File: config.mk
export PLATFORM = sky130hd
export DESIGN_NAME = rcr_ctrl
export DESIGN_NICKNAME = d
export VERILOG_FILES = /design/src/rcr_pkg.sv /design/src/rcr_ctrl.sv
export VERILOG_INCLUDE_DIRS = /design/src
export SDC_FILE = /design/constraint.sdc
export NUM_CORES = 1
export LEC_CHECK = 0
export ABC_AREA = 1
export BUFFER_PORTS_ARGS = -buffer_cell sky130_fd_sc_hd__buf_2
export CORE_MARGIN = 10
export CORE_UTILIZATION = 31
export CTS_BUF_LIST = sky130_fd_sc_hd__clkbuf_8
export DETAILED_ROUTE_END_ITERATION = 6
export HOLD_SLACK_MARGIN = 0.08
export SLEW_MARGIN = 20
export SYNTH_ARGS = -nofsm -noshare
export SYNTH_HDL_FRONTEND = slang
export SYNTH_SLANG_ARGS = --single-unit
File: constraint.sdc
create_clock -name core_clk -period 2 [get_ports core_clk]
set_input_delay 0.2 -clock core_clk [delete_from_list [all_inputs] [get_ports core_clk]]
set_output_delay 0.2 -clock core_clk [all_outputs]
set_load 0.01 [all_outputs]
File: src/rcr_cfg.svh
/*
  constants for the clock-calendar control register block.
  assumes inclusion by bare name; definitions only.
*/
`ifndef RCR_CFG_SVH
`define RCR_CFG_SVH
`define RCR_ADDR_W        4
`define RCR_OFF_CTRL      4'h0
`define RCR_OFF_TIME_WR   4'h4
`define RCR_OFF_STROBE    4'h8
`define RCR_CAL_HI        25
`define RCR_CAL_LO        16
`define RCR_CAL_MID       24
`define RCR_CAL_W         10
`define RCR_CAL_SPLIT     8
`define RCR_TRIM_ONE      10'h001
`define RCR_BIT_ON        15
`define RCR_BIT_IDLE      13
`define RCR_BIT_SEL       7
`define RCR_BIT_RUN       6
`define RCR_BIT_WREN      3
`define RCR_BIT_SYNC      2
`define RCR_BIT_HALF      1
`define RCR_BIT_OE        0
`define RCR_SEC_HI        14
`define RCR_SEC_LO        8
`define RCR_STB_UNLOCK    0
`define RCR_STB_LOCK      1
`define RCR_ZERO32        32'h0000_0000
`define RCR_CAL_RST       10'h000
`endif

File: src/rcr_pkg.sv
/*
  types for the clock-calendar control register block.
  assumes rcr_cfg.svh is compiled alongside.
*/
package rcr_pkg;
  typedef enum logic [1:0] {RCR_IDLE, RCR_ACK} rcr_bus_st_t;

  typedef struct packed {
    logic [9:0] cal;
    logic       on;
    logic       idle_stop;
    logic       output_source_select;
    logic       write_unlock;
    logic       output_pin_enable;
  } rcr_ctrl_t;

  typedef struct packed {
    logic        seq_enabled;
    logic        trim_pending;
    logic        trim_add;
    logic [9:0]  trim_count;
  } rcr_trim_t;

  typedef struct packed {
    rcr_bus_st_t bus_st;
    logic [31:0] rdata;
    logic        waitreq;
    rcr_ctrl_t   ctrl;
    logic        run_s1;
    logic        run_s2;
    logic        sync_s1;
    logic        sync_s2;
    logic        half_s1;
    logic        half_s2;
    logic        idle_s1;
    logic        idle_s2;
    logic        alarm_s1;
    logic        alarm_s2;
    logic        secclk_s1;
    logic        secclk_s2;
    logic        min_s1;
    logic        min_s2;
    logic        min_d;
    logic        half_clear;
    logic        rtc_pin;
    logic        rtc_pin_oe;
    logic        pb_gate_en;
    logic        module_on;
    rcr_trim_t   trim;
    logic        trim_add_pulse;
    logic        trim_drop_pulse;
  } rcr_state_t;
endpackage

File: src/rcr_ctrl.sv
/*
  clock-calendar control register: avalon-mm slave with one wait state,
  write protection of the enable bit, drift trim pulse generation,
  idle-mode bus clock gating and output pin source select.
  the control word sits at one offset, the time write port at a second
  and the unlock sequence strobe at a third; other offsets read zero.
  assumes the timekeeping core supplies running, sync, half-second,
  idle, alarm, seconds-clock and minute levels from its own clock, so
  every one of them passes two flops here before any logic reads it.
  assumes the core counts the trim pulses into its prescaler and
  clears its half-second flag on the clear pulse.
  assumes power-on reset alone drives arst_n; no other reset source
  reaches this block, so the control word survives them.
  assumes the bus master holds each request until waitrequest is low.
*/
// Chosen here: the Avalon-MM interface to the registers and the register offsets.
`timescale 1ns/1ns
`include "rcr_cfg.svh"

module rcr_ctrl (
  input  wire logic                     core_clk,
  input  wire logic                     arst_n,
  input  wire logic [`RCR_ADDR_W-1:0]   avs_address,
  input  wire logic                     avs_read,
  input  wire logic                     avs_write,
  input  wire logic [31:0]              avs_writedata,
  input  wire logic [3:0]               avs_byteenable,
  output logic [31:0]                   avs_readdata,
  output logic                          avs_waitrequest,
  input  wire logic                     clk_src_running,
  input  wire logic                     rollover_sync,
  input  wire logic                     half_second,
  input  wire logic                     idle_mode,
  input  wire logic                     alarm_pulse,
  input  wire logic                     seconds_clock,
  input  wire logic                     minute_tick,
  output logic                          rtc_pin_out,
  output logic                          rtc_pin_oe,
  output logic                          pb_clk_gate_en,
  output logic                          module_enable,
  output logic                          half_second_clear,
  output logic                          trim_add_pulse,
  output logic                          trim_drop_pulse
);

  rcr_pkg::rcr_state_t st_r;
  rcr_pkg::rcr_state_t st_nxt;

  function automatic logic [31:0] lane_mask(input logic [3:0] be);
    lane_mask = {{8{be[3]}}, {8{be[2]}}, {8{be[1]}}, {8{be[0]}}};
  endfunction

  function automatic logic [31:0] ctrl_read(input rcr_pkg::rcr_state_t s);
    logic [31:0] v;
    v = `RCR_ZERO32;
    v[`RCR_CAL_HI:`RCR_CAL_LO] = s.ctrl.cal;
    v[`RCR_BIT_ON]   = s.ctrl.on;
    v[`RCR_BIT_IDLE] = s.ctrl.idle_stop;
    v[`RCR_BIT_SEL]  = s.ctrl.output_source_select;
    v[`RCR_BIT_RUN]  = s.run_s2;
    v[`RCR_BIT_WREN] = s.ctrl.write_unlock;
    v[`RCR_BIT_SYNC] = s.sync_s2;
    v[`RCR_BIT_HALF] = s.half_s2;
    v[`RCR_BIT_OE]   = s.ctrl.output_pin_enable;
    ctrl_read = v;
  endfunction

  //////////////////////////////////////////////////////////////////////////////
  // address decode

  function automatic logic hits_ctrl(input logic [`RCR_ADDR_W-1:0] a);
    hits_ctrl = (a == `RCR_OFF_CTRL);
  endfunction

  function automatic logic hits_time(input logic [`RCR_ADDR_W-1:0] a);
    hits_time = (a == `RCR_OFF_TIME_WR);
  endfunction

  function automatic logic hits_strobe(input logic [`RCR_ADDR_W-1:0] a);
    hits_strobe = (a == `RCR_OFF_STROBE);
  endfunction

  // unmapped offsets read zero
  function automatic logic [31:0] bus_read(input logic [`RCR_ADDR_W-1:0] a,
                                           input rcr_pkg::rcr_state_t    s);
    logic [31:0] v;
    v = `RCR_ZERO32;
    if (hits_ctrl(a)) begin
      v = ctrl_read(s);
    end else if (hits_strobe(a)) begin
      v[`RCR_STB_UNLOCK] = s.trim.seq_enabled;
    end
    bus_read = v;
  endfunction

  //////////////////////////////////////////////////////////////////////////////
  // write path

  // lanes without a strobe keep their fields
  function automatic rcr_pkg::rcr_ctrl_t ctrl_write(input rcr_pkg::rcr_ctrl_t c,
                                                    input logic [31:0]       wv,
                                                    input logic [31:0]       m,
                                                    input logic              seq_en);
    rcr_pkg::rcr_ctrl_t n;
    n = c;
    if (m[`RCR_CAL_HI]) begin
      n.cal[`RCR_CAL_W-1:`RCR_CAL_SPLIT] = wv[`RCR_CAL_HI:`RCR_CAL_MID];
    end
    if (m[`RCR_CAL_LO]) begin
      n.cal[`RCR_CAL_SPLIT-1:0] = wv[`RCR_CAL_MID-1:`RCR_CAL_LO];
    end
    if (m[`RCR_BIT_ON]) begin
      // enable only moves while unlocked
      if (c.write_unlock) begin
        n.on = wv[`RCR_BIT_ON];
      end
      n.idle_stop = wv[`RCR_BIT_IDLE];
    end
    if (m[`RCR_BIT_OE]) begin
      n.output_source_select = wv[`RCR_BIT_SEL];
      n.output_pin_enable    = wv[`RCR_BIT_OE];
      // clearing always works, setting needs the sequence
      if (!wv[`RCR_BIT_WREN]) begin
        n.write_unlock = 1'b0;
      end else if (seq_en) begin
        n.write_unlock = 1'b1;
      end
    end
    ctrl_write = n;
  endfunction

  // any strobe on the seconds lane counts as a seconds write
  function automatic logic seconds_hit(input logic [31:0] m);
    seconds_hit = m[`RCR_SEC_HI] || m[`RCR_SEC_LO];
  endfunction

  // bit0 enables the unlock sequence, bit1 disables it
  function automatic logic strobe_next(input logic cur, input logic [31:0] wv);
    strobe_next = cur;
    if (wv[`RCR_STB_UNLOCK]) begin
      strobe_next = 1'b1;
    end else if (wv[`RCR_STB_LOCK]) begin
      strobe_next = 1'b0;
    end
  endfunction

  //////////////////////////////////////////////////////////////////////////////
  // trim engine

  // rising edge of the synchronised minute level
  function automatic logic minute_edge(input rcr_pkg::rcr_state_t s);
    minute_edge = s.min_s2 && !s.min_d;
  endfunction

  // magnitude of the signed trim; the most negative code gives 512
  function automatic logic [`RCR_CAL_W-1:0] trim_mag(input logic [`RCR_CAL_W-1:0] cal);
    if (cal[`RCR_CAL_W-1]) begin
      trim_mag = ~cal + `RCR_TRIM_ONE;
    end else begin
      trim_mag = cal;
    end
  endfunction

  // a load restarts the count; otherwise each cycle spends one pulse
  function automatic rcr_pkg::rcr_trim_t trim_next(input rcr_pkg::rcr_trim_t          t,
                                                   input logic                        load,
                                                   input logic [`RCR_CAL_W-1:0]       cal);
    rcr_pkg::rcr_trim_t n;
    n = t;
    if (load) begin
      n.trim_pending = 1'b1;
      n.trim_add     = !cal[`RCR_CAL_W-1];
      n.trim_count   = trim_mag(cal);
    end else if (t.trim_pending) begin
      n.trim_count = t.trim_count - `RCR_TRIM_ONE;
      if (t.trim_count == `RCR_TRIM_ONE) begin
        n.trim_pending = 1'b0;
      end
    end
    trim_next = n;
  endfunction

  // pulse pair {add, drop} spent in this cycle
  function automatic logic [1:0] trim_pulses(input rcr_pkg::rcr_trim_t t, input logic load);
    trim_pulses = 2'b00;
    if (!load && t.trim_pending) begin
      if (t.trim_add) begin
        trim_pulses = 2'b10;
      end else begin
        trim_pulses = 2'b01;
      end
    end
  endfunction

  //////////////////////////////////////////////////////////////////////////////
  // pin and gate

  // pin stays low while the output is disabled
  function automatic logic pin_level(input rcr_pkg::rcr_ctrl_t c,
                                     input logic               sec,
                                     input logic               alarm);
    if (!c.output_pin_enable) begin
      pin_level = 1'b0;
    end else if (c.output_source_select) begin
      pin_level = sec;
    end else begin
      pin_level = alarm;
    end
  endfunction

  // bus clock stays on unless idle-stop is set and the chip idles
  function automatic logic gate_level(input logic idle_stop, input logic idle);
    gate_level = !(idle_stop && idle);
  endfunction

  //////////////////////////////////////////////////////////////////////////////

  always_comb begin
    logic [31:0] m;
    logic [31:0] wv;
    logic        acc;
    logic        min_edge;
    logic        trim_load;
    m        = lane_mask(avs_byteenable);
    wv       = avs_writedata & m;
    acc      = avs_read || avs_write;
    min_edge = minute_edge(st_r);
    trim_load = min_edge && st_r.ctrl.on && (st_r.ctrl.cal != `RCR_CAL_RST);
    st_nxt   = st_r;

    // two-flop synchronisers on every level from the core
    st_nxt.run_s1    = clk_src_running;
    st_nxt.run_s2    = st_r.run_s1;
    st_nxt.sync_s1   = rollover_sync;
    st_nxt.sync_s2   = st_r.sync_s1;
    st_nxt.half_s1   = half_second;
    st_nxt.half_s2   = st_r.half_s1;
    st_nxt.idle_s1   = idle_mode;
    st_nxt.idle_s2   = st_r.idle_s1;
    st_nxt.alarm_s1  = alarm_pulse;
    st_nxt.alarm_s2  = st_r.alarm_s1;
    st_nxt.secclk_s1 = seconds_clock;
    st_nxt.secclk_s2 = st_r.secclk_s1;
    st_nxt.min_s1    = minute_tick;
    st_nxt.min_s2    = st_r.min_s1;
    st_nxt.min_d     = st_r.min_s2;

    st_nxt.half_clear      = 1'b0;
    st_nxt.trim_add_pulse  = 1'b0;
    st_nxt.trim_drop_pulse = 1'b0;

    // bus: one wait cycle, then ack with data
    case (st_r.bus_st)
      rcr_pkg::RCR_IDLE: begin
        st_nxt.waitreq = 1'b1;
        if (acc) begin
          st_nxt.bus_st  = rcr_pkg::RCR_ACK;
          st_nxt.waitreq = 1'b0;
          st_nxt.rdata   = `RCR_ZERO32;
          // read data is captured on the taking edge and stands until the next transfer is taken
          if (avs_read) begin
            st_nxt.rdata = bus_read(avs_address, st_r);
          end
          if (avs_write) begin
            if (hits_ctrl(avs_address)) begin
              st_nxt.ctrl = ctrl_write(st_r.ctrl, wv, m, st_r.trim.seq_enabled);
            end else if (hits_time(avs_address)) begin
              st_nxt.half_clear = seconds_hit(m);
            end else if (hits_strobe(avs_address)) begin
              st_nxt.trim.seq_enabled = strobe_next(st_r.trim.seq_enabled, wv);
            end
          end
        end
      end
      rcr_pkg::RCR_ACK: begin
        st_nxt.bus_st  = rcr_pkg::RCR_IDLE;
        st_nxt.waitreq = 1'b1;
      end
      default: begin
        st_nxt.bus_st  = rcr_pkg::RCR_IDLE;
        st_nxt.waitreq = 1'b1;
      end
    endcase

    // trim engine: one pulse per cycle after each minute boundary seen while on with a nonzero trim
    // st_nxt.trim carries a sequence strobe written in this same cycle
    st_nxt.trim = trim_next(st_nxt.trim, trim_load, st_r.ctrl.cal);
    {st_nxt.trim_add_pulse, st_nxt.trim_drop_pulse} = trim_pulses(st_r.trim, trim_load);

    // outputs, each registered once more
    st_nxt.module_on  = st_r.ctrl.on;
    st_nxt.pb_gate_en = gate_level(st_r.ctrl.idle_stop, st_r.idle_s2);
    st_nxt.rtc_pin    = pin_level(st_r.ctrl, st_r.secclk_s2, st_r.alarm_s2);
    st_nxt.rtc_pin_oe = st_r.ctrl.output_pin_enable;
  end

  //////////////////////////////////////////////////////////////////////////////

  // arst_n is the power-on reset only
  always_ff @(posedge core_clk or negedge arst_n) begin
    if (!arst_n) begin
      st_r            <= '0;
      st_r.bus_st     <= rcr_pkg::RCR_IDLE;
      st_r.waitreq    <= 1'b1;
      st_r.pb_gate_en <= 1'b1;
    end else begin
      st_r <= st_nxt;
    end
  end

  assign avs_readdata      = st_r.rdata;
  assign avs_waitrequest   = st_r.waitreq;
  assign rtc_pin_out       = st_r.rtc_pin;
  assign rtc_pin_oe        = st_r.rtc_pin_oe;
  assign pb_clk_gate_en    = st_r.pb_gate_en;
  assign module_enable     = st_r.module_on;
  assign half_second_clear = st_r.half_clear;
  assign trim_add_pulse    = st_r.trim_add_pulse;
  assign trim_drop_pulse   = st_r.trim_drop_pulse;

endmodule

# ---- Yosys cells after proc, flatten, opt, wreduce, memory -nomap -nowiden
# Index checks and enable logic that the tools add are counted.
dict set report word_totals {
  out_inout_bits 40
  elab_cells 103
  reg_bits 85
  input_bits 51
}
dict set report op_classes {
  n_bitwise 4
  eq_ne 5
  mux 33
  add_sub_neg 2
  n_reduce_logical 23
}
# op count
set op_table {}
lappend op_table {{two-way mux 50 bit} 1}
lappend op_table {{two-way mux 10 bit} 3}
lappend op_table {{two-way mux 15 bit} 2}
lappend op_table {{bitwise AND 26 bit} 1}
lappend op_table {{two-way mux 26 bit} 1}
lappend op_table {{two-way mux 25 bit} 1}
lappend op_table {{AND reduction 5 bit} 4}
lappend op_table {{two-way mux 1 bit} 18}
lappend op_table {{AND reduction 6 bit} 2}
lappend op_table {{adder 10 x 1 -> 10 bit (second input constant)} 1}
lappend op_table {{equality test 10 x 1 -> 1 bit (second input constant)} 1}
lappend op_table {{two-way mux 2 bit} 5}
lappend op_table {{NOT 10 bit} 1}
lappend op_table {{nonzero test 10 bit} 1}
lappend op_table {{subtractor 10 x 1 -> 10 bit (second input constant)} 1}
lappend op_table {{two-way mux 8 bit} 1}
lappend op_table {{AND reduction 7 bit} 1}
lappend op_table {{logical AND 1 bit} 5}
lappend op_table {{equality test 4 x 3 -> 1 bit (second input constant)} 1}
lappend op_table {{equality test 4 bit (second input constant)} 1}
lappend op_table {{zero test 1 bit} 4}
lappend op_table {{zero test 4 bit} 1}
lappend op_table {{!= test 2 bit (second input constant)} 2}
lappend op_table {{nonzero test 2 bit} 2}
lappend op_table {{other kinds (5)} 6}

# ---- Logic depth before layout (Yosys ltp)
# Gate-level depths: netlist (run 1).
dict set report depth {
  word_depth 7
  ltp_mapped 11
  ltp_nobuf 11
}

# ---- Worst setup path after synthesis (run 1)
# Ideal clock, no wire load.
dict set report synth_timing {
  path_type {register to register}
  startpoint {register st_r[40] in the netlist's numbering}
  endpoint {register st_r[7] in the netlist's numbering}
  slack_ns 0.505
  synth_period_minus_slack_ns 1.495
  t_arrival_ns 1.379
  stages_incl_launch_ff 11
  n_path_buf 1
  required_ns 1.884
  setup_ns 0.116
  path_cell_list {dfrtp_1 > inv_1 > ha_1 > nand2_1 > nor2_1 > nand3_1 > nand2_2 > buf_4 > o21ai_0 > nand2_1 > nand2_1}
}
dict set report synth_between {
  elab_chain_len 4
  elab_cells_between_ends 7
  cone_classes {add/sub (1); mux (2); bitwise (1); reduce/logical (3)}
}
# element line
set synth_rtl {}
lappend synth_rtl {{from (decl)} rcr_ctrl.sv:46} ;# rcr_pkg::rcr_state_t st_r;
lappend synth_rtl {{from (signal assigned)} rcr_ctrl.sv:307} ;# st_r <= st_nxt;
lappend synth_rtl {{NOT 10 bit} rcr_ctrl.sv:158} ;# trim_mag = ~cal + `RCR_TRIM_ONE;
lappend synth_rtl {{adder 10 x 1 -> 10 bit (no source line)} --}
lappend synth_rtl {{two-way mux 10 bit} rcr_ctrl.sv:157} ;# if (cal[`RCR_CAL_W-1]) begin
lappend synth_rtl {{two-way mux 10 bit} rcr_ctrl.sv:170} ;# if (load) begin
# Several ways; a longest one is shown, not always the timed one.
# A chain may end at the register's enable or synchronous reset.

# ---- Final worst setup path (run 1)
dict set report layout_timing {
  startpoint {register st_r[40] in the netlist's numbering}
  endpoint {register st_r[5] in the netlist's numbering}
}
# The elaborated chain is that of the path after synthesis.

==> results.yml, run 1 <==
run_status:
  run_status: "finished, final reports clean"
clock_network:
  cts_sinks: 70
  ctsLongestPathBuffers: 2
  cts_buffers: 9
  root_buffer: "clkbuf_8"
  cts_tree: "done"
  cts_setup_buffers: 0
  hold_buffers: 11
  cts.clk_slew.worst_paths_ns: 0.08
  clk_latency_ns: 0.35
  cts_resized: 0
  cts-htree-levels: 3
worst_setup_path:
  critPathTopFamily: "simple AND/OR/NAND/NOR gates"
  criticalPathCategory: "reg2reg"
  crit_arrival_ns: 1.99
  crit_buf_inv: 2
  critPathLaunchType: "register"
  slowest_stage: "dfrtp_1"
  path_max_fanout: 11
  cp_common_cell: "nand2_1"
  cp_slowest_stage_delay_ns: 0.39
  end_kind: "register"
  crit_path_cell_trace: "inv_1, ha_1, nand2_1, nor2_1, nand3_1, nand2_2, nand2_2, inv_1, nand2_1, nand2_1"
  cp.required_ns: 2.28
grt:
  grt_pass1_vias: 2450
  grtUsageTotal_pct: 10.34
  antenna_found_initial: 0
  grt_pass1_wl_mm: 12.31
  grt_max_degree: 35
  globalRouteOverflowTotal: 0
finish:
  fillCellCount: 1052
  diodes: 0
  stdcell_count: 565
  multiInputGateArea_sq_mm: 0.001199
  drive_gt1_share_pct: 26.11
  nets: 478
  area_delta_synth_final_pct: 18.51
  ff_latch_area_sq_mm: 0.001754
placed_design:
  routabilityCongestion: 0.8501
  dp_cells: 538
  port_buffers: 60
  post-place-ws_ns: 0.2910
  dp_hpwl_mm: 5.946
synth:
  yosys_most_used_dff: "dfrtp_1"
  syn_inst: 359
  syn_area_per_cell_sq_um: 9.208
  syn-cell-area_sq_mm: 0.003306
  synth_edf_count: 0
  synth_top_area_cell: "dfrtp_1"
  synthTopCellsByCount: "nand2_1, dfrtp_1, nor2_1, buf_4, inv_1"
  yosys_warnings: 0
  ys_types: 35
  ys_seq_elements: 70
  synthArstFlopShare_pct: 100.0
  synth_most_common_cell: "nand2_1"
  seq_area_frac_synth_pct: 53.07
  netlist_top_cells_area: "dfrtp_1, nand2_1, buf_4, nor2_1, nand3_1"
  yosys.area.top_type_share_pct: 51.48
sta:
  fmax_mhz: 582.0
  rsz0062_at_grt: "false"
  maxSlewViolCount: 0
  fin_worst_skew_ns: 0.01495
  fin_crit_ns: 1.718
  fin_ws_ns: 0.2819
  finalSetupViolCount: 0
  min_period_over_period_pct: 85.91
  hold_viol_final: 0
  tns_ns: 0
min_path:
  hold_class: "in2reg"
route:
  post-route-drc-count: 0
  wl_per_cell_um: 13.35
  drt_iter0_drc: 141
  ant_nets: 0
  drt-total-wl_mm: 7.543
  first_pass_iters: 5
  vias: 2456
  viasPerCell: 4.347
power:
  total_power_mw: 3.910
  seq_power_share_pct: 46.5
  clockPowerShare_pct: 29.8
  p_int_mw: 2.606
  comb_power_share_pct: 23.7
  swShare_pct: 33.34
  leakage_nw: 2.034
  ir_drop_v: 0.0003645
  switchingPower_mw: 1.304
  p_per_area_mw_per_mm2: 998.0
run:
  drv_cap: 0
floorplanning:
  placement_rows: 37
  die_w_um: 123.3
  die_h_um: 123.3
  fp.coreArea_sq_mm: 0.01037
  io_pins: 91
  start_util_pct: 31.88
  die_area_sq_mm: 0.01519
cell type report:
cell class              count  share of cell area, %
flip-flops and latches     70                  44.78
well taps                 136                  4.344
clock inverters             6                  1.757
clock buffers              10                  3.513
multi-input cells         235                  30.60
repair buffers             78                  12.14
inverters                  30                  2.874
sequential cells by signal (all words and copies together), names as in the netlist:
signal	cells
trim_add_pulse	1
half_second_clear	1
trim_drop_pulse	1
avs_readdata	18
st_r	34
rtc_pin_oe	1
pb_clk_gate_en	1
rtc_pin_out	1
avs_waitrequest	1
st_nxt	10
module_enable	1
routing by layer:
layer / wire length (um) / GRT usage [%] / vias up / part of all wire, %
met5: 0 / 0 / - / 0
met4: 107 / 4.367 / 0 / 1.4
met3: 549 / 3.008 / 8 / 7.3
met2: 3364 / 15.55 / 60 / 45
met1: 3521 / 13.61 / 1157 / 47
li1: - / - / 1231 / -
worst paths after layout:
check | end | start | slack (ns) | cells past startpoint
setup reg to reg | st_r[5] | st_r[40] | 0.28 | 10
hold / removal | st_r[37] | avs_writedata[7] | 0.09 | 3
min in group asynchronous | half_second_clear | arst_n | 0.30 | 2
hold reg to reg | st_r[23] | st_nxt[23] | 0.35 | 0
max in group asynchronous | st_r[10] | arst_n | 1.06 | 3
setup / recovery | st_r[5] | st_r[40] | 0.28 | 10
cell usage in the layout (no fill, tap or decap), types with 2 or more instances in the layout:
| cell type | instances |
|---|---|
| xor2_1 | 8 |
| dfstp_2 | 2 |
| nand4_1 | 2 |
| conb_1 | 14 |
| inv_2 | 3 |
| o21ai_0 | 16 |
| nand2_2 | 2 |
| o21ai_2 | 2 |
| clkbuf_8 | 10 |
| a21oi_1 | 4 |
| a21oi_2 | 8 |
| nor2_1 | 36 |
| buf_4 | 6 |
| nor3_1 | 3 |
| nand3_1 | 22 |
| clkinv_4 | 2 |
| dlygate4sd3_1 | 11 |
| nand2_4 | 3 |
| ha_1 | 3 |
| nor2_4 | 2 |
| nand2_1 | 85 |
| buf_2 | 60 |
| dfrtp_1 | 68 |
| o21ai_1 | 8 |
| o211ai_1 | 3 |
| a22o_1 | 4 |
| inv_1 | 27 |
| nor2_2 | 2 |
logic make-up after synthesis:
kind of cell | after synthesis | synth area share (%)
buf+inv | 67 | 12.15
fa+ha+maj | 3 | 1.136
flops | 70 | 53.07
compound gates | 46 | 8.857
xor+xnor | 9 | 2.385
simple gates | 163 | 22.29
other cells | 1 | 0.1134
power by group through the flow:
| stage | Sequential (mW) | Clock [mW] | Combinational, mW |
|---|---|---|---|
| final | 1.82 | 1.17 | 0.926 |
| after global routing | 1.85 | 1.26 | 1.06 |
| after CTS | 1.81 | 1.20 | 0.935 |
| after detailed placement | 1.84 | 0 | 0.910 |
| after global placement | 1.83 | 0 | 0.889 |
| after floorplan | 1.81 | 0 | 0.647 |
worst reg2reg max path, stage by stage (launching register included):
cell	delay (ns)
dfrtp_1	0.39
inv_1	0.08
ha_1	0.21
nand2_1	0.07
nor2_1	0.12
nand3_1	0.11
nand2_2	0.19
nand2_2	0.15
inv_1	0.18
nand2_1	0.07
nand2_1	0.08
through the flow:
stage / hold WS (ns) / instance area (sq um) / util, %
4_1_cts: 0.08157 / 3918 / 37.78
3_5_place_dp: 0.1473 / 3601 / 34.72
5_1_grt: 0.08882 / 3918 / 37.78
2_1_floorplan: -0.09559 / 3354 / -
3_3_place_gp: 0.1354 / 3601 / 34.72
6_report: 0.08600 / 3918 / 37.78
Power figures use the tool's default switching activity.
==> run 2, diff against run 1 <==
--- a/config.mk
+++ b/config.mk
@@ -7,7 +7,7 @@
 export NUM_CORES = 1
 export LEC_CHECK = 0
 export ABC_AREA = 1
-export BUFFER_PORTS_ARGS = -buffer_cell sky130_fd_sc_hd__buf_2
+export BUFFER_PORTS_ARGS = -buffer_cell sky130_fd_sc_hd__buf_4
 export CORE_MARGIN = 10
 export CORE_UTILIZATION = 31
 export CTS_BUF_LIST = sky130_fd_sc_hd__clkbuf_8
==> constraint.sdc (replaced) <==
create_clock -name core_clk -period 1.5 [get_ports core_clk]
set_input_delay 0.15 -clock core_clk [delete_from_list [all_inputs] [get_ports core_clk]]
set_output_delay 0.15 -clock core_clk [all_outputs]
set_load 0.01 [all_outputs]
==> results.yml, run 2 (same netlist as run 1, synthesis figures left out) <==
power:
  total_power_mw: 5.312
  leakage_nw: 2.192
  switchingPower_mw: 1.861
  comb_power_share_pct: 27.9
  ir_drop_v: 0.0004964
  p_int_mw: 3.451
  seq_power_share_pct: 45.6
  clockPowerShare_pct: 26.5
  swShare_pct: 35.04
  p_per_area_mw_per_mm2: 1209
grt:
  antenna_found_initial: 0
  grt_pass1_wl_mm: 13.42
  grt_pass1_vias: 2710
  globalRouteOverflowTotal: 0
  grt_max_degree: 38
  grtUsageTotal_pct: 11.27
finish:
  drive_gt1_share_pct: 29.63
  layout_commonest_cell: "nand2_1"
  largest_reg_flops: 34
  diodes: 0
  final_cell_mix: "nand2_1, buf_4, dfrtp_1, nor2_1, dlygate4sd3_1"
  final_util_pct: 42.36
  top_register: "st_r"
  area_delta_synth_final_pct: 32.89
  fin_area_sq_mm: 0.004393
  nets: 508
clock_network:
  cts_sinks: 70
  cts_tree: "done"
  root_buffer: "clkbuf_8"
  cts.clk_slew.worst_paths_ns: 0.09
  cts_buffers: 9
  ctsLongestPathBuffers: 2
  cts-htree-levels: 3
  clk_latency_ns: 0.36
placed_design:
  post_dp_cell_area_sq_mm: 0.003811
  dp_hpwl_mm: 5.897
  port_buffers: 60
  routabilityCongestion: 0.8501
worst_setup_path:
  criticalPathCategory: "reg2reg"
  end_kind: "register"
  cp.required_ns: 1.74
  path_max_fanout: 6
  crit_arrival_ns: 1.70
  critPathLaunchType: "register"
floorplanning:
  io_pins: 91
  start_util_pct: 31.88
  fp.coreArea_sq_mm: 0.01037
  die_area_sq_mm: 0.01519
  die_h_um: 123.3
  placement_rows: 37
  die_w_um: 123.3
sta:
  maxSlewViolCount: 0
  hold_viol_final: 0
  fin_crit_ns: 1.464
  fmax_mhz: 682.9
  finalSetupViolCount: 0
  min_period_over_period_pct: 97.63
  rsz0062_at_grt: "true"
  whs_ns: 0.1064
  fin_worst_skew_ns: 0.01515
min_path:
  hold_class: "in2reg"
route:
  viasPerCell: 4.366
  first_pass_iters: 4
  ant_nets: 0
  wl_per_cell_um: 13.58
  drt-total-wl_mm: 8.083
  vias: 2598
  drt_iter0_drc: 153
  post-route-drc-count: 0
run:
  drv_cap: 0
run_status:
  run_status: "finished, final reports clean"
-- run 2: cell types whose count changed in the layout (fill, tap and decap cells not counted), moves of 4 or more --
cell           change
inv_1              -4
buf_4             +69
buf_2             -60
dlygate4sd3_1     +17
-- run 2: power groups by stage --
stage,Combinational [mW],Sequential (mW),Clock (mW)
2_1_floorplan,0.863,2.41,0
3_3_place_gp,1.31,2.44,0
3_5_place_dp,1.35,2.45,0
4_1_cts,1.45,2.42,1.45
5_1_grt,1.69,2.46,1.53
6_report,1.48,2.42,1.41
-- run 2: final cells by class --
type	count	area, sq um
Fill cell	1018	5977
Sequential cell	70	1754
Multi-Input combinational cell	236	1275
Timing Repair Buffer	107	897.1
Tap cell	136	170.2
Clock buffer	9	123.9
Inverter	30	115.1
Clock inverter	7	57.56
-- run 2: critical path: stages (launching register included) --
cell and delay, ns:
dfrtp_1 0.40, inv_2 0.08, ha_4 0.15, nand2_4 0.05
nor2_4 0.11, nand3_4 0.12, nand2_8 0.11, buf_6 0.12
nand4_1 0.10, nand2_1 0.08, nor2_1 0.04
-- run 2: final timing paths --
path | end | slack (ns) | cells past startpoint | from
hold reg to reg | st_r[29] | 0.35 | 0 | st_nxt[29]
hold / removal | st_r[83] | 0.11 | 3 | avs_write
max in group asynchronous | st_r[9] | 0.67 | 3 | arst_n
min in group asynchronous | st_nxt[15] | 0.28 | 2 | arst_n
setup reg to reg | st_r[9] | 0.04 | 10 | st_r[40]
setup / recovery | st_r[9] | 0.04 | 10 | st_r[40]
-- run 2: routing by layer --
layer	vias up	part of all wire, %	global-route usage (%)
li1	1296	-	-
met2	82	47	17.28
met4	0	1.7	4.803
met5	-	0	0
met1	1209	45	14.32
met3	11	6.2	3.646
-- run 2: repair_timing --
action                     in CTS  in global routing
setup endpoints to repair      11                 12
pin swaps                       4                  7
setup buffers                   2                  2
hold buffers                   28                  0
hold endpoints to repair       58                  0
gates cloned                    1                  0
resized for setup              15                 10
-- run 2: metrics by stage --
step / TNS [ns] / std cells / worst slack, ns
4_1_cts: 0 / 593 / 0.002315
5_1_grt: -0.3655 / 595 / -0.06314
3_5_place_dp: -1.123 / 546 / -0.1494
3_3_place_gp: -0.6813 / 546 / -0.1010
2_1_floorplan: 0 / 372 / 0.004532
6_report: 0 / 595 / 0.03557
==> run 3, diff against run 2 <==
--- a/config.mk
+++ b/config.mk
@@ -8,7 +8,6 @@
 export LEC_CHECK = 0
 export ABC_AREA = 1
 export BUFFER_PORTS_ARGS = -buffer_cell sky130_fd_sc_hd__buf_4
-export CORE_MARGIN = 10
 export CORE_UTILIZATION = 31
 export CTS_BUF_LIST = sky130_fd_sc_hd__clkbuf_8
 export DETAILED_ROUTE_END_ITERATION = 6
==> results.yml, run 3 (same netlist as run 1, synthesis figures left out) <==
finish:
  fin_area_sq_mm: 0.004425
  drive_gt1_share_pct: 30.79
  nets: 507
  stdcell_count: 594
  layout_commonest_cell: "nand2_1"
  largest_reg_flops: 34
  final_cell_mix: "nand2_1, buf_4, dfrtp_1, nor2_1, dlygate4sd3_1"
  fillCellCount: 991
  diodes: 0
  area_delta_synth_final_pct: 33.88
  top_register: "st_r"
worst_setup_path:
  critPathTopFamily: "simple AND/OR/NAND/NOR gates"
  critPathLaunchType: "register"
  path_max_fanout: 5
  cp_slowest_stage_delay_ns: 0.39
  criticalPathCategory: "reg2reg"
  end_kind: "register"
  crit_path_cell_trace: "inv_2, ha_4, nand2_4, nor2_4, nand3_4, nand2_8, buf_6, nand3_1, o21ai_1, nor2_1"
  crit_arrival_ns: 1.68
  cp.required_ns: 1.75
  crit_buf_inv: 2
  slowest_stage: "dfrtp_1"
floorplanning:
  placement_rows: 37
  start_util_pct: 32.02
  die_h_um: 105.3
  die_area_sq_mm: 0.01108
  die_w_um: 105.3
  io_pins: 91
  fp.coreArea_sq_mm: 0.01032
run:
  drv_cap: 0
power:
  ir_drop_v: 0.0004482
  p_int_mw: 3.447
  swShare_pct: 34.93
  seq_power_share_pct: 45.7
  comb_power_share_pct: 27.5
  p_per_area_mw_per_mm2: 1197
  clockPowerShare_pct: 26.8
  leakage_nw: 2.200
  switchingPower_mw: 1.850
sta:
  hold_viol_final: 0
  fin_crit_ns: 1.436
  fin_worst_skew_ns: 0.009504
  fmax_mhz: 696.4
  whs_ns: 0.1123
  min_period_over_period_pct: 95.73
  rsz0062_at_grt: "true"
  maxSlewViolCount: 0
  finalSetupViolCount: 0
route:
  vias: 2617
  post-route-drc-count: 0
  first_pass_iters: 4
  ant_nets: 0
  drt_iter0_drc: 104
  drt-total-wl_mm: 7.385
  wl_per_cell_um: 12.43
  viasPerCell: 4.406
clock_network:
  cts_buffers: 9
  root_buffer: "clkbuf_8"
  cts.clk_slew.worst_paths_ns: 0.08
  clk_latency_ns: 0.35
  cts-htree-levels: 3
  cts_sinks: 70
  ctsLongestPathBuffers: 2
  cts_tree: "done"
grt:
  antenna_found_initial: 0
  grtUsageTotal_pct: 14.53
  grt_max_degree: 32
  grt_pass1_wl_mm: 12.50
  grt_pass1_vias: 2554
  globalRouteOverflowTotal: 0
placed_design:
  dp_hpwl_mm: 5.296
  post_dp_cell_area_sq_mm: 0.003811
  port_buffers: 60
  routabilityCongestion: 0.8323
  dp_cells: 546
run_status:
  run_status: "finished, final reports clean"
min_path:
  hold_class: "in2reg"
## run 3: cell count changes in the layout (fill, tap and decap cells not counted), sizes merged
| cell | previous run | this run |
|---|---|---|
| buf | 79 | 78 |
| clkinvlp | 2 | 1 |
| clkinv | 2 | 4 |
| inv | 33 | 32 |
## run 3: layer usage
metal	vias up	share of wire (%)	track usage, %
met2	74	45	21.80
met5	-	0	0
met1	1236	48	20.02
li1	1296	-	-
met3	11	4.2	2.968
met4	0	2.2	6.942
## run 3: final timing paths
check	from	endpoint	slack, ns	cells after the start
worst max-delay path	st_r[40]	st_r[6]	0.06	10
worst min-delay path	avs_write	st_r[83]	0.11	3
worst max register to register	st_r[40]	st_r[6]	0.06	10
worst min register to register	st_nxt[23]	st_r[23]	0.34	0
max in group asynchronous	arst_n	pb_clk_gate_en	0.69	3
min in group asynchronous	arst_n	st_r[13]	0.25	2
## run 3: cell type report
cell class | count | area (sq um) | area share, %
Sequential cell | 70 | 1754 | 39.64
Multi-Input combinational cell | 236 | 1299 | 29.35
Timing Repair Buffer | 106 | 902.1 | 20.38
Tap cell | 136 | 170.2 | 3.845
Clock buffer | 9 | 123.9 | 2.799
Inverter | 30 | 117.6 | 2.658
Clock inverter | 7 | 58.81 | 1.329
## run 3: worst min-delay path: cells and delay by family
| family | cells | cell delay, ns |
|---|---|---|
| buf+inv | 1 | 0.09 |
| simple gates | 2 | 0.18 |
## run 3: what timing repair did
item | CTS | global route
setup buffers | 3 | 1
hold endpoints to repair | 87 | 0
setup endpoints to repair | 13 | 13
pin swaps | 5 | 17
cloned | 1 | 0
hold buffers | 28 | 0
gates resized for setup | 20 | 14
## run 3: metrics by stage
stage / setup TNS, ns / setup WS, ns / total power, mW / util, %
floorplan: 0 / 0.004532 / 3.275 / -
global placement: -0.5839 / -0.1065 / 3.722 / 36.92
detailed placement: -1.093 / -0.1464 / 3.757 / 36.92
CTS: 0 / 0.01323 / 5.298 / 42.32
global route: -0.1153 / -0.03831 / 5.641 / 42.87
finish: 0 / 0.06410 / 5.297 / 42.87
## run 3: power groups by stage
stage	registers [mW]	logic [mW]	clock network [mW]
after floorplan	2.41	0.863	0
after detailed placement	2.44	1.31	0
after global placement	2.44	1.28	0
final	2.42	1.45	1.42
after global routing	2.46	1.64	1.54
after CTS	2.41	1.42	1.46
